**config.mk**
```make
export PLATFORM = sky130hd
export DESIGN_NAME = priv_scratch_regs
export DESIGN_NICKNAME = d
export VERILOG_FILES = /design/src/shared/priv_pkg.sv /design/src/rtl/shadow_steer.sv /design/src/rtl/priv_scratch_regs.sv
export SDC_FILE = /design/constraint.sdc
export NUM_CORES = 2
export LEC_CHECK = 0
export ABC_AREA = 1
export BUFFER_PORTS_ARGS = -buffer_cell sky130_fd_sc_hd__buf_2
export CELL_PAD_IN_SITES_DETAIL_PLACEMENT = 1
export CELL_PAD_IN_SITES_GLOBAL_PLACEMENT = 2
export CORE_MARGIN = 2
export CORE_UTILIZATION = 40
export CTS_CLUSTER_DIAMETER = 50
export CTS_CLUSTER_SIZE = 16
export DETAILED_ROUTE_END_ITERATION = 12
export PLACE_DENSITY_LB_ADDON = 0.2
export SLEW_MARGIN = 20
export SYNTH_ARGS = -nofsm -noshare
export SYNTH_HDL_FRONTEND = slang
export SYNTH_SLANG_ARGS = --single-unit
```
**constraint.sdc**
```tcl
create_clock -name clock -period 188.1 [get_ports clock]
set_input_delay 0 -clock clock [delete_from_list [all_inputs] [get_ports clock]]
set_output_delay 0 -clock clock [all_outputs]
set_load 0.03 [all_outputs]
```
**src/shared/priv_pkg.sv**
```systemverilog
// Purpose: constants and carriers for privileged scratch storage
// Assumes: single CPU clock, register file ports driven by issue logic
// Notes: scheduling limits on firmware are not interlocked
// Functional notes
// - privileged mode with shadow enable steers regs 8-14 and 25 to shadows.
// - 24 scratch registers, read by move-from, written by move-to.
// - scratch read value usable one cycle after the read issues.
// - error status read unlocks status and address; read address first.
// - trapped memory op leaves internal writes in 0,1; return address correct.
package priv_pkg;
    localparam int DATA_W = 64;
    localparam int GPR_ADDR_W = 5;
    localparam int SCRATCH_COUNT = 24;
    localparam int SCRATCH_ADDR_W = 5;
    localparam int SHADOW_COUNT = 8;
    localparam int SHADOW_IDX_W = 3;
    localparam logic [GPR_ADDR_W-1:0] SHADOW_LOW_REG = 5'h08;
    localparam logic [GPR_ADDR_W-1:0] SHADOW_HIGH_REG = 5'h0E;
    localparam logic [GPR_ADDR_W-1:0] SHADOW_EXTRA_REG = 5'h19;
    localparam logic [SHADOW_IDX_W-1:0] SHADOW_EXTRA_IDX = 3'h7;
    localparam logic [DATA_W-1:0] SCRATCH_RESET = 64'h0000000000000000;
    localparam logic [DATA_W-1:0] ADDR_RESET = 64'h0000000000000000;
    localparam int SCRATCH_READ_LATENCY = 1;
    localparam int SDE_RESET = 1;

    typedef struct packed {
        logic valid;
        logic [GPR_ADDR_W-1:0] addr;
        logic [DATA_W-1:0] data;
    } gpr_write_t;

    typedef struct packed {
        logic valid;
        logic [SHADOW_IDX_W-1:0] idx;
    } shadow_sel_t;

    typedef struct packed {
        logic readEn;
        logic writeEn;
        logic [SCRATCH_ADDR_W-1:0] addr;
        logic [DATA_W-1:0] data;
    } scratch_req_t;
endpackage : priv_pkg

```
**src/rtl/shadow_steer.sv**
```systemverilog
`timescale 1ns/1ps
// Purpose: map a general register number to a shadow slot
// Assumes: purely combinational, same clock domain as caller
// Notes: slot 7 holds register 25
module shadow_steer
(
    input wire logic [priv_pkg::GPR_ADDR_W-1:0] regAddr,
    input wire logic privMode,
    input wire logic shadowEnable,
    output priv_pkg::shadow_sel_t sel
);
    always_comb
    begin
        sel.valid = 1'b0;
        sel.idx = '0;
        if (privMode && shadowEnable)
        begin
            if (regAddr >= priv_pkg::SHADOW_LOW_REG && regAddr <= priv_pkg::SHADOW_HIGH_REG)
            begin
                sel.valid = 1'b1;
                sel.idx = priv_pkg::SHADOW_IDX_W'(regAddr - priv_pkg::SHADOW_LOW_REG);
            end
            else if (regAddr == priv_pkg::SHADOW_EXTRA_REG)
            begin
                sel.valid = 1'b1;
                sel.idx = priv_pkg::SHADOW_EXTRA_IDX;
            end
        end
    end
endmodule : shadow_steer

```
**src/rtl/priv_scratch_regs.sv**
```systemverilog
`timescale 1ns/1ps
// Purpose: shadow register overlay, scratch bank, trap return address capture
// Assumes: issue pipeline presents register numbers and privileged mode
// Notes: firmware scheduling limits are not checked here
module priv_scratch_regs
#(
    parameter int SCRATCH_COUNT = priv_pkg::SCRATCH_COUNT
)
(
    input wire logic clock,
    input wire logic arst_n,
    input wire logic privMode,
    input wire logic shadowEnableWrite,
    input wire logic shadowEnableData,
    input wire logic [priv_pkg::GPR_ADDR_W-1:0] readAddr,
    input wire logic [priv_pkg::DATA_W-1:0] gprReadData,
    input priv_pkg::gpr_write_t gprWriteIn,
    input priv_pkg::scratch_req_t scratchReq,
    input wire logic memTrap,
    input wire logic [priv_pkg::DATA_W-1:0] faultPc,
    input wire logic cacheErrorEvent,
    input wire logic [priv_pkg::DATA_W-1:0] cacheErrorAddrIn,
    input wire logic errorStatusRead,
    output logic [priv_pkg::DATA_W-1:0] readData,
    output priv_pkg::gpr_write_t gprWriteOut,
    output logic [priv_pkg::DATA_W-1:0] scratchReadData,
    output logic scratchReadValid,
    output logic shadowEnable,
    output logic [priv_pkg::DATA_W-1:0] exceptionReturnAddress,
    output logic cacheUnitErrorStatus,
    output logic [priv_pkg::DATA_W-1:0] cacheUnitErrorAddress
);
    // Bank address field cannot reach more slots than this
    if (SCRATCH_COUNT < 1 || SCRATCH_COUNT > (1 << priv_pkg::SCRATCH_ADDR_W))
    begin : g_badScratchCount
        $error("SCRATCH_COUNT out of range");
    end

    // ********************
    // Reset synchroniser
    // ********************
    logic rstMeta;
    logic rstSync;
    always_ff @(posedge clock or negedge arst_n)
    begin
        if (!arst_n)
        begin
            rstMeta <= 1'b0;
            rstSync <= 1'b0;
        end
        else
        begin
            rstMeta <= 1'b1;
            rstSync <= rstMeta;
        end
    end
    logic rstN;
    assign rstN = rstSync;

    // ********************
    // Shadow steering
    // ********************
    priv_pkg::shadow_sel_t readSel;
    priv_pkg::shadow_sel_t writeSel;
    shadow_steer uReadSteer
    (
        .regAddr(readAddr),
        .privMode(privMode),
        .shadowEnable(shadowEnable),
        .sel(readSel)
    );
    shadow_steer uWriteSteer
    (
        .regAddr(gprWriteIn.addr),
        .privMode(privMode),
        .shadowEnable(shadowEnable),
        .sel(writeSel)
    );

    logic [priv_pkg::DATA_W-1:0] shadowRegs [priv_pkg::SHADOW_COUNT];
    logic [priv_pkg::DATA_W-1:0] next_shadowRegs [priv_pkg::SHADOW_COUNT];
    logic next_shadowEnable;

    always_comb
    begin
        next_shadowRegs = shadowRegs;
        next_shadowEnable = shadowEnable;
        if (gprWriteIn.valid && writeSel.valid)
            next_shadowRegs[writeSel.idx] = gprWriteIn.data;
        // Change takes effect next cycle; firmware keeps shadows idle meanwhile
        if (shadowEnableWrite)
            next_shadowEnable = shadowEnableData;
    end

    always_ff @(posedge clock or negedge rstN)
    begin
        if (!rstN)
        begin
            shadowRegs <= '{default: priv_pkg::SCRATCH_RESET};
            shadowEnable <= 1'(priv_pkg::SDE_RESET);
        end
        else
        begin
            shadowRegs <= next_shadowRegs;
            shadowEnable <= next_shadowEnable;
        end
    end

    // Overlay hides the normal register from both read and write
    always_comb
    begin
        readData = readSel.valid ? shadowRegs[readSel.idx] : gprReadData;
        gprWriteOut = gprWriteIn;
        gprWriteOut.valid = gprWriteIn.valid && !writeSel.valid;
    end

    // ********************
    // Scratch bank
    // ********************
    logic [priv_pkg::DATA_W-1:0] scratchRegs [SCRATCH_COUNT];
    logic [priv_pkg::DATA_W-1:0] next_scratchRegs [SCRATCH_COUNT];
    logic [priv_pkg::DATA_W-1:0] next_scratchReadData;
    logic next_scratchReadValid;
    logic scratchHit;

    assign scratchHit = 32'(scratchReq.addr) < SCRATCH_COUNT;

    always_comb
    begin
        next_scratchRegs = scratchRegs;
        next_scratchReadData = scratchReadData;
        next_scratchReadValid = 1'b0;
        // Write-then-read spacing is firmware's job; no bypass provided
        if (scratchReq.writeEn && scratchHit)
            next_scratchRegs[scratchReq.addr] = scratchReq.data;
        if (scratchReq.readEn)
        begin
            next_scratchReadValid = 1'b1;
            next_scratchReadData = scratchHit ? scratchRegs[scratchReq.addr] : '0;
        end
    end

    always_ff @(posedge clock or negedge rstN)
    begin
        if (!rstN)
        begin
            scratchRegs <= '{default: priv_pkg::SCRATCH_RESET};
            scratchReadData <= priv_pkg::SCRATCH_RESET;
            scratchReadValid <= 1'b0;
        end
        else
        begin
            scratchRegs <= next_scratchRegs;
            scratchReadData <= next_scratchReadData;
            scratchReadValid <= next_scratchReadValid;
        end
    end

    // ********************
    // Trap return address
    // ********************
    logic [priv_pkg::DATA_W-1:0] next_exceptionReturnAddress;
    // Internal writes near the trap are not cancelled; address capture still wins
    always_comb
    begin
        next_exceptionReturnAddress = exceptionReturnAddress;
        if (memTrap)
            next_exceptionReturnAddress = faultPc;
    end

    always_ff @(posedge clock or negedge rstN)
    begin
        if (!rstN)
            exceptionReturnAddress <= priv_pkg::ADDR_RESET;
        else
            exceptionReturnAddress <= next_exceptionReturnAddress;
    end

    // ********************
    // Cache unit error capture
    // ********************
    logic next_cacheUnitErrorStatus;
    logic [priv_pkg::DATA_W-1:0] next_cacheUnitErrorAddress;
    // Status read unlocks; an error in that same cycle wins so it is not lost
    always_comb
    begin
        next_cacheUnitErrorStatus = cacheUnitErrorStatus;
        next_cacheUnitErrorAddress = cacheUnitErrorAddress;
        if (errorStatusRead)
            next_cacheUnitErrorStatus = 1'b0;
        if (cacheErrorEvent && (!cacheUnitErrorStatus || errorStatusRead))
        begin
            next_cacheUnitErrorStatus = 1'b1;
            next_cacheUnitErrorAddress = cacheErrorAddrIn;
        end
    end

    always_ff @(posedge clock or negedge rstN)
    begin
        if (!rstN)
        begin
            cacheUnitErrorStatus <= 1'b0;
            cacheUnitErrorAddress <= priv_pkg::ADDR_RESET;
        end
        else
        begin
            cacheUnitErrorStatus <= next_cacheUnitErrorStatus;
            cacheUnitErrorAddress <= next_cacheUnitErrorAddress;
        end
    end
endmodule : priv_scratch_regs

```
Word-level counts from Yosys, hierarchy flattened --
Index checks and enable logic that the tools add are counted.
Word-level totals: register bits after elaboration 2245
Cells by class: add/sub/neg operators 2, magnitude comparators 10, eq/ne operators 2, reduce and logical (&&, ||, !) cells 13, multiplexer cells 23, bitwise logic cells 3
Operators with widths (number):
- $bwmux 1536 | 1
- $bwmux 512 | 1
- $mux 64 | 8
- $bmux 64 s5 | 1
- $demux 64 s5 | 1
- $bmux 64 s3 | 1
- $demux 64 s3 | 1
- $mux 4 | 6
- $eq 5x5->1 const B | 2
- $ge 5x4->1 const B | 2
- $le 5x4->1 const B | 2
- $logic_and 1x1->1 | 9
- $ge 4x4->1 const B | 2
- $not 3->4 | 2
- $ge 6x6->1 const B | 1
- $lt 6x1->1 const B | 1
- $not 5->6 | 1
- $sub 3x1->3 const B | 2
- $lt 5x5->1 const B | 1
- $lt 4x1->1 const B | 1
- $mux 1 | 3
- $logic_not 1->1 | 2
- $reduce_bool 2->1 | 1
- $logic_or 1x1->1 | 1

Logic depth before layout (Yosys ltp) --
depth after elaboration 10, depth in mapped cells 14

Modules after synthesis --
From an unflattened synthesis, not the netlist that was laid out.
Unflattened totals: cells, all modules 12796, area total of the unflattened synthesis 101924.0 sq um
By module, submodules not included:
- priv_scratch_regs | sequential area each 56180.1 sq um, area an instance 101756.3 sq um, cells an instance 12756, times used 1
- shadow_steer | sequential area each 0.0 sq um, area an instance 83.8 sq um, cells an instance 20, times used 2

Worst setup path after synthesis --
OpenSTA, ideal clock, no wires.
path type flip-flop to output port, from register shadowEnable, to output port readData[14] (netlist name), setup slack 186.151 ns, arrival time 1.949 ns, cell stages (with the launch flop) 8, required time 188.100 ns, buffers on the path 1, path through dfstp_2 -> nand3_1 -> a21oi_2 -> nand2_1 -> a21oi_2 -> clkbuf_1 -> nand2_1 -> nand3_1
On the way: cells in the longest elaborated chain, start to end 7
RTL lines:
- from (decl) | line priv_scratch_regs.sv:28 | output logic shadowEnable,
- from (signal assigned) | line priv_scratch_regs.sv:100 | shadowEnable <= 1'(priv_pkg::SDE_RESET);
- from (signal assigned) | line priv_scratch_regs.sv:105 | shadowEnable <= next_shadowEnable;
- $logic_and 1x1->1 * | line shadow_steer.sv:16 | if (privMode && shadowEnable)
- $mux 4 * | line shadow_steer.sv:16
- $not 3->4 (implied by the code) | line priv_scratch_regs.sv:112 | readData = readSel.valid ? shadowRegs[readSel.idx] : gprReadData;
- $bmux 64 s3 | line priv_scratch_regs.sv:112
- $mux 64 (implied by the code) (2 in a row) | line priv_scratch_regs.sv:112
- $mux 64 * | line priv_scratch_regs.sv:112
- to (decl) | line priv_scratch_regs.sv:24 | output logic [priv_pkg::DATA_W-1:0] readData,
Every way passes the cells marked *; elsewhere a longest branch is shown, timed or not. The select of a mux whose other input is x is not followed.

==> qor.yml <==
power:
  powerDensity_nw_per_um2: 11.3
  ir_drop_mv: 0.0114
  leakage_nw: 58.5
routing:
  vias: 89100
  drtAntennaViolNets: 0
  post_drt_wl_per_cell_um: 22.7
  vias_per_cell: 5.41
  post-route-drc-count: 0
  firstDrtPassIters: 5
  drtIter0Drc: 6767
  drt-total-wl_um: 374000
sta:
  timing.final.crit_period_ns: 6.62
  clock_skew_ns: 0.0566
  slew_violations: 0
  worstMarginPinSlew_ns: 1.25
  rsz0062_at_grt: "false"
  setup_tns_ns: 0
  finalSetupViolCount: 0
  max-slew-margin-rel_pct: 16.5
  hold_viol: 0
  clock.fmax_mhz: 151
  fin_ws_ns: 181.48
  period_share_pct: 3.52
global_routing:
  grt_pass1_vias: 94500
  grtUsageTotal_pct: 29.0
  grt_overflow: 0
  antenna_found_initial: 18
  grt_max_degree: 169
  grt_pass1_wl_um: 579000
critical_path:
  rr_worst_depth: 7
  critical_path_class: "reg2async"
  crit_path_top_delay_cell: "dfrtp_4"
  arrival_ns: 7.56
  cp-end-kind: "async pin"
  path_cells: "buf_4, buf_4, buf_4, buf_4, buf_4, buf_4, buf_4"
  path_common_cell: "buf_4"
  crit_start: "rstN"
  path_max_fanout: 74
  r2r_slack_ns: 181.48
  regToRegEndpoint: "shadowRegs[447]"
  cp_slowest_stage_delay_ns: 0.90
  start_kind: "flop"
  cp.required_ns: 189.04
  r2r-start: "rstN"
clock_network:
  ctsHtreeMaxLevel: 5
  cts.path.max_buffers: 4
  cts_made_buffers: 300
  path_clk_slew_ns: 0.06
  postCtsSetupBuffers: 0
  clock_latency_ns: 0.97
  clock_sinks: 2245
  cts_tree: "yes"
  clock-root-buffer: "clkbuf_16"
synthesis:
  yosysSeqAreaShare_pct: 55.9
  synth_area_um2: 100000
  synth_top_family_by_area: "simple AND/OR/NAND/NOR gates"
  synth_nets: 12700
  synth_xor_area_share_pct: 0
  syn_avg_cell_area_um2: 8.16
  yosysWarningCount: 0
  ys_ff_latch: 2245
  synthCells: 12300
  synth.area.top_cells: "dfrtp_1 56%, nand2_1 17%, o21ai_0 9.5%, nand4_1 3.6%, nand3_1 2.9%"
  synth_simple_gate_area_share_pct: 25.5
  synth_mux_area_share_pct: 1.45
  yosysTopAreaCell: "dfrtp_1"
  synth_top_area_share_pct: 55.9
  synth_adder_area_share_pct: 0
  synth_cell_types: 25
  synth_compound_area_share_pct: 10.2
finish:
  synthToLayoutAreaGrowth_pct: 20.2
  layout_commonest_cell: "nand2_1"
  layout.nets: 13200
  layout_common_cells: "4621 x nand2_1, 2243 x dfrtp_1, 1908 x o21ai_0"
  nFillCells: 29500
  drive_above_1_share_pct: 11.3
floorplanning:
  pin_count: 675
  core_um2: 250000
  start_util_pct: 40.1
  rows: 184
  die_w_um: 505
  die_area_um2: 255000
  die_height_um: 505
hold_path:
  hp-class: "in2reg"
  min_from: "gprWriteIn[7]"
  hold_end: "shadowRegs[327]"
  min_path_cells: 4
placed_design:
  pre_cts_ws_ns: 181.10
  dpl.hpwl_um: 188000
  place_congestion: 0.773
  port_buffers: 674
status:
  status: "finished clean"
run:
  maxCapViolCount: 0
synthesized netlist by cell type (all sizes together):
master  count
clkbuf    603
o211ai      1
a21boi      1
nand2    4652
nor3        8
o21ai    1985
dfrtp    2244
conb        1
inv       598
or2         1
a21oi      67
nand3     585
dfstp       1
mux2      129
nor2      395
buf       467
nand4     580
power breakdown:
part	internal, mW	leakage, nW	switching, mW
Clock	0.362	4.99	0.236
Combinational	0.0629	24.6	0.113
Sequential	0.552	29.0	0.0394
critical path: cells and delay by family, from the launching register on:
kind	cells	cell delay [ns]
buf+inv	7	5.54
flops	1	0.90
repair_timing:
action / in CTS / in global routing
gates resized for setup: 0 / 0
setup endpoints to repair: 0 / 0
hold endpoints to repair: 2211 / 0
hold buffers: 548 / 0
sequential cells by signal, summed over array words and instances (netlist names):
signal                  cells
scratchRegs              1536
shadowRegs                512
shadowEnable                1
rstMeta                     1
cacheUnitErrorStatus        1
exceptionReturnAddress     64
scratchReadData            64
scratchReadValid            1
rstN                        1
cacheUnitErrorAddress      64
cell type report:
class	instances	area, um^2	share of cell area, %
Timing Repair Buffer	1345	10100	8.36
Sequential cell	2245	56200	46.5
Clock inverter	162	2120	1.75
Antenna cell	14	35.0	0.0290
Inverter	598	2250	1.87
Multi-Input combinational cell	8405	37700	31.2
Tap cell	3348	4190	3.47
Clock buffer	358	8150	6.75
per-layer routing:
metal / part of all wire [%] / global-route usage (%) / routed length [um] / vias to the layer above
met5: 0.012 / 0 / 46 / -
met4: 3.0 / 9.08 / 11100 / 8
met3: 4.7 / 3.91 / 17400 / 700
met2: 49 / 49.7 / 181000 / 2251
met1: 44 / 38.1 / 164000 / 45300
li1: - / - / - / 40900
how the worst max path moves through the flow:
stage | endpoint
after floorplan | cacheUnitErrorAddress[0]
after global placement | shadowRegs[127]
after detailed placement | shadowRegs[127]
after CTS | shadowRegs[511]
after global routing | shadowRegs[511]
final | shadowRegs[447]
logic make-up (layout without fill, tap and decap cells):
logic type / after synthesis / in the layout
AO/OA/AOI/OAI: 2054 / 2054
buffers and inverters: 1668 / 2463
flip-flops: 2245 / 2245
multiplexers: 129 / 129
other: 1 / 15
AND/OR/NAND/NOR: 6221 / 6221
per-stage QoR:
step | util, % | cells | total power [mW] | cell area [um^2] | hold WS [ns]
floorplan | - | 12300 | 0.710 | 100000 | -0.296
global placement | 41.8 | 15400 | 0.751 | 105000 | -0.213
detailed placement | 41.9 | 15400 | 0.761 | 105000 | -0.211
CTS | 48.1 | 16500 | 1.37 | 121000 | 0.000916
global route | 48.2 | 16500 | 1.43 | 121000 | 0.0373
finish | 48.2 | 16500 | 1.37 | 121000 | 0.0623
Power figures use the tool's default switching activity.
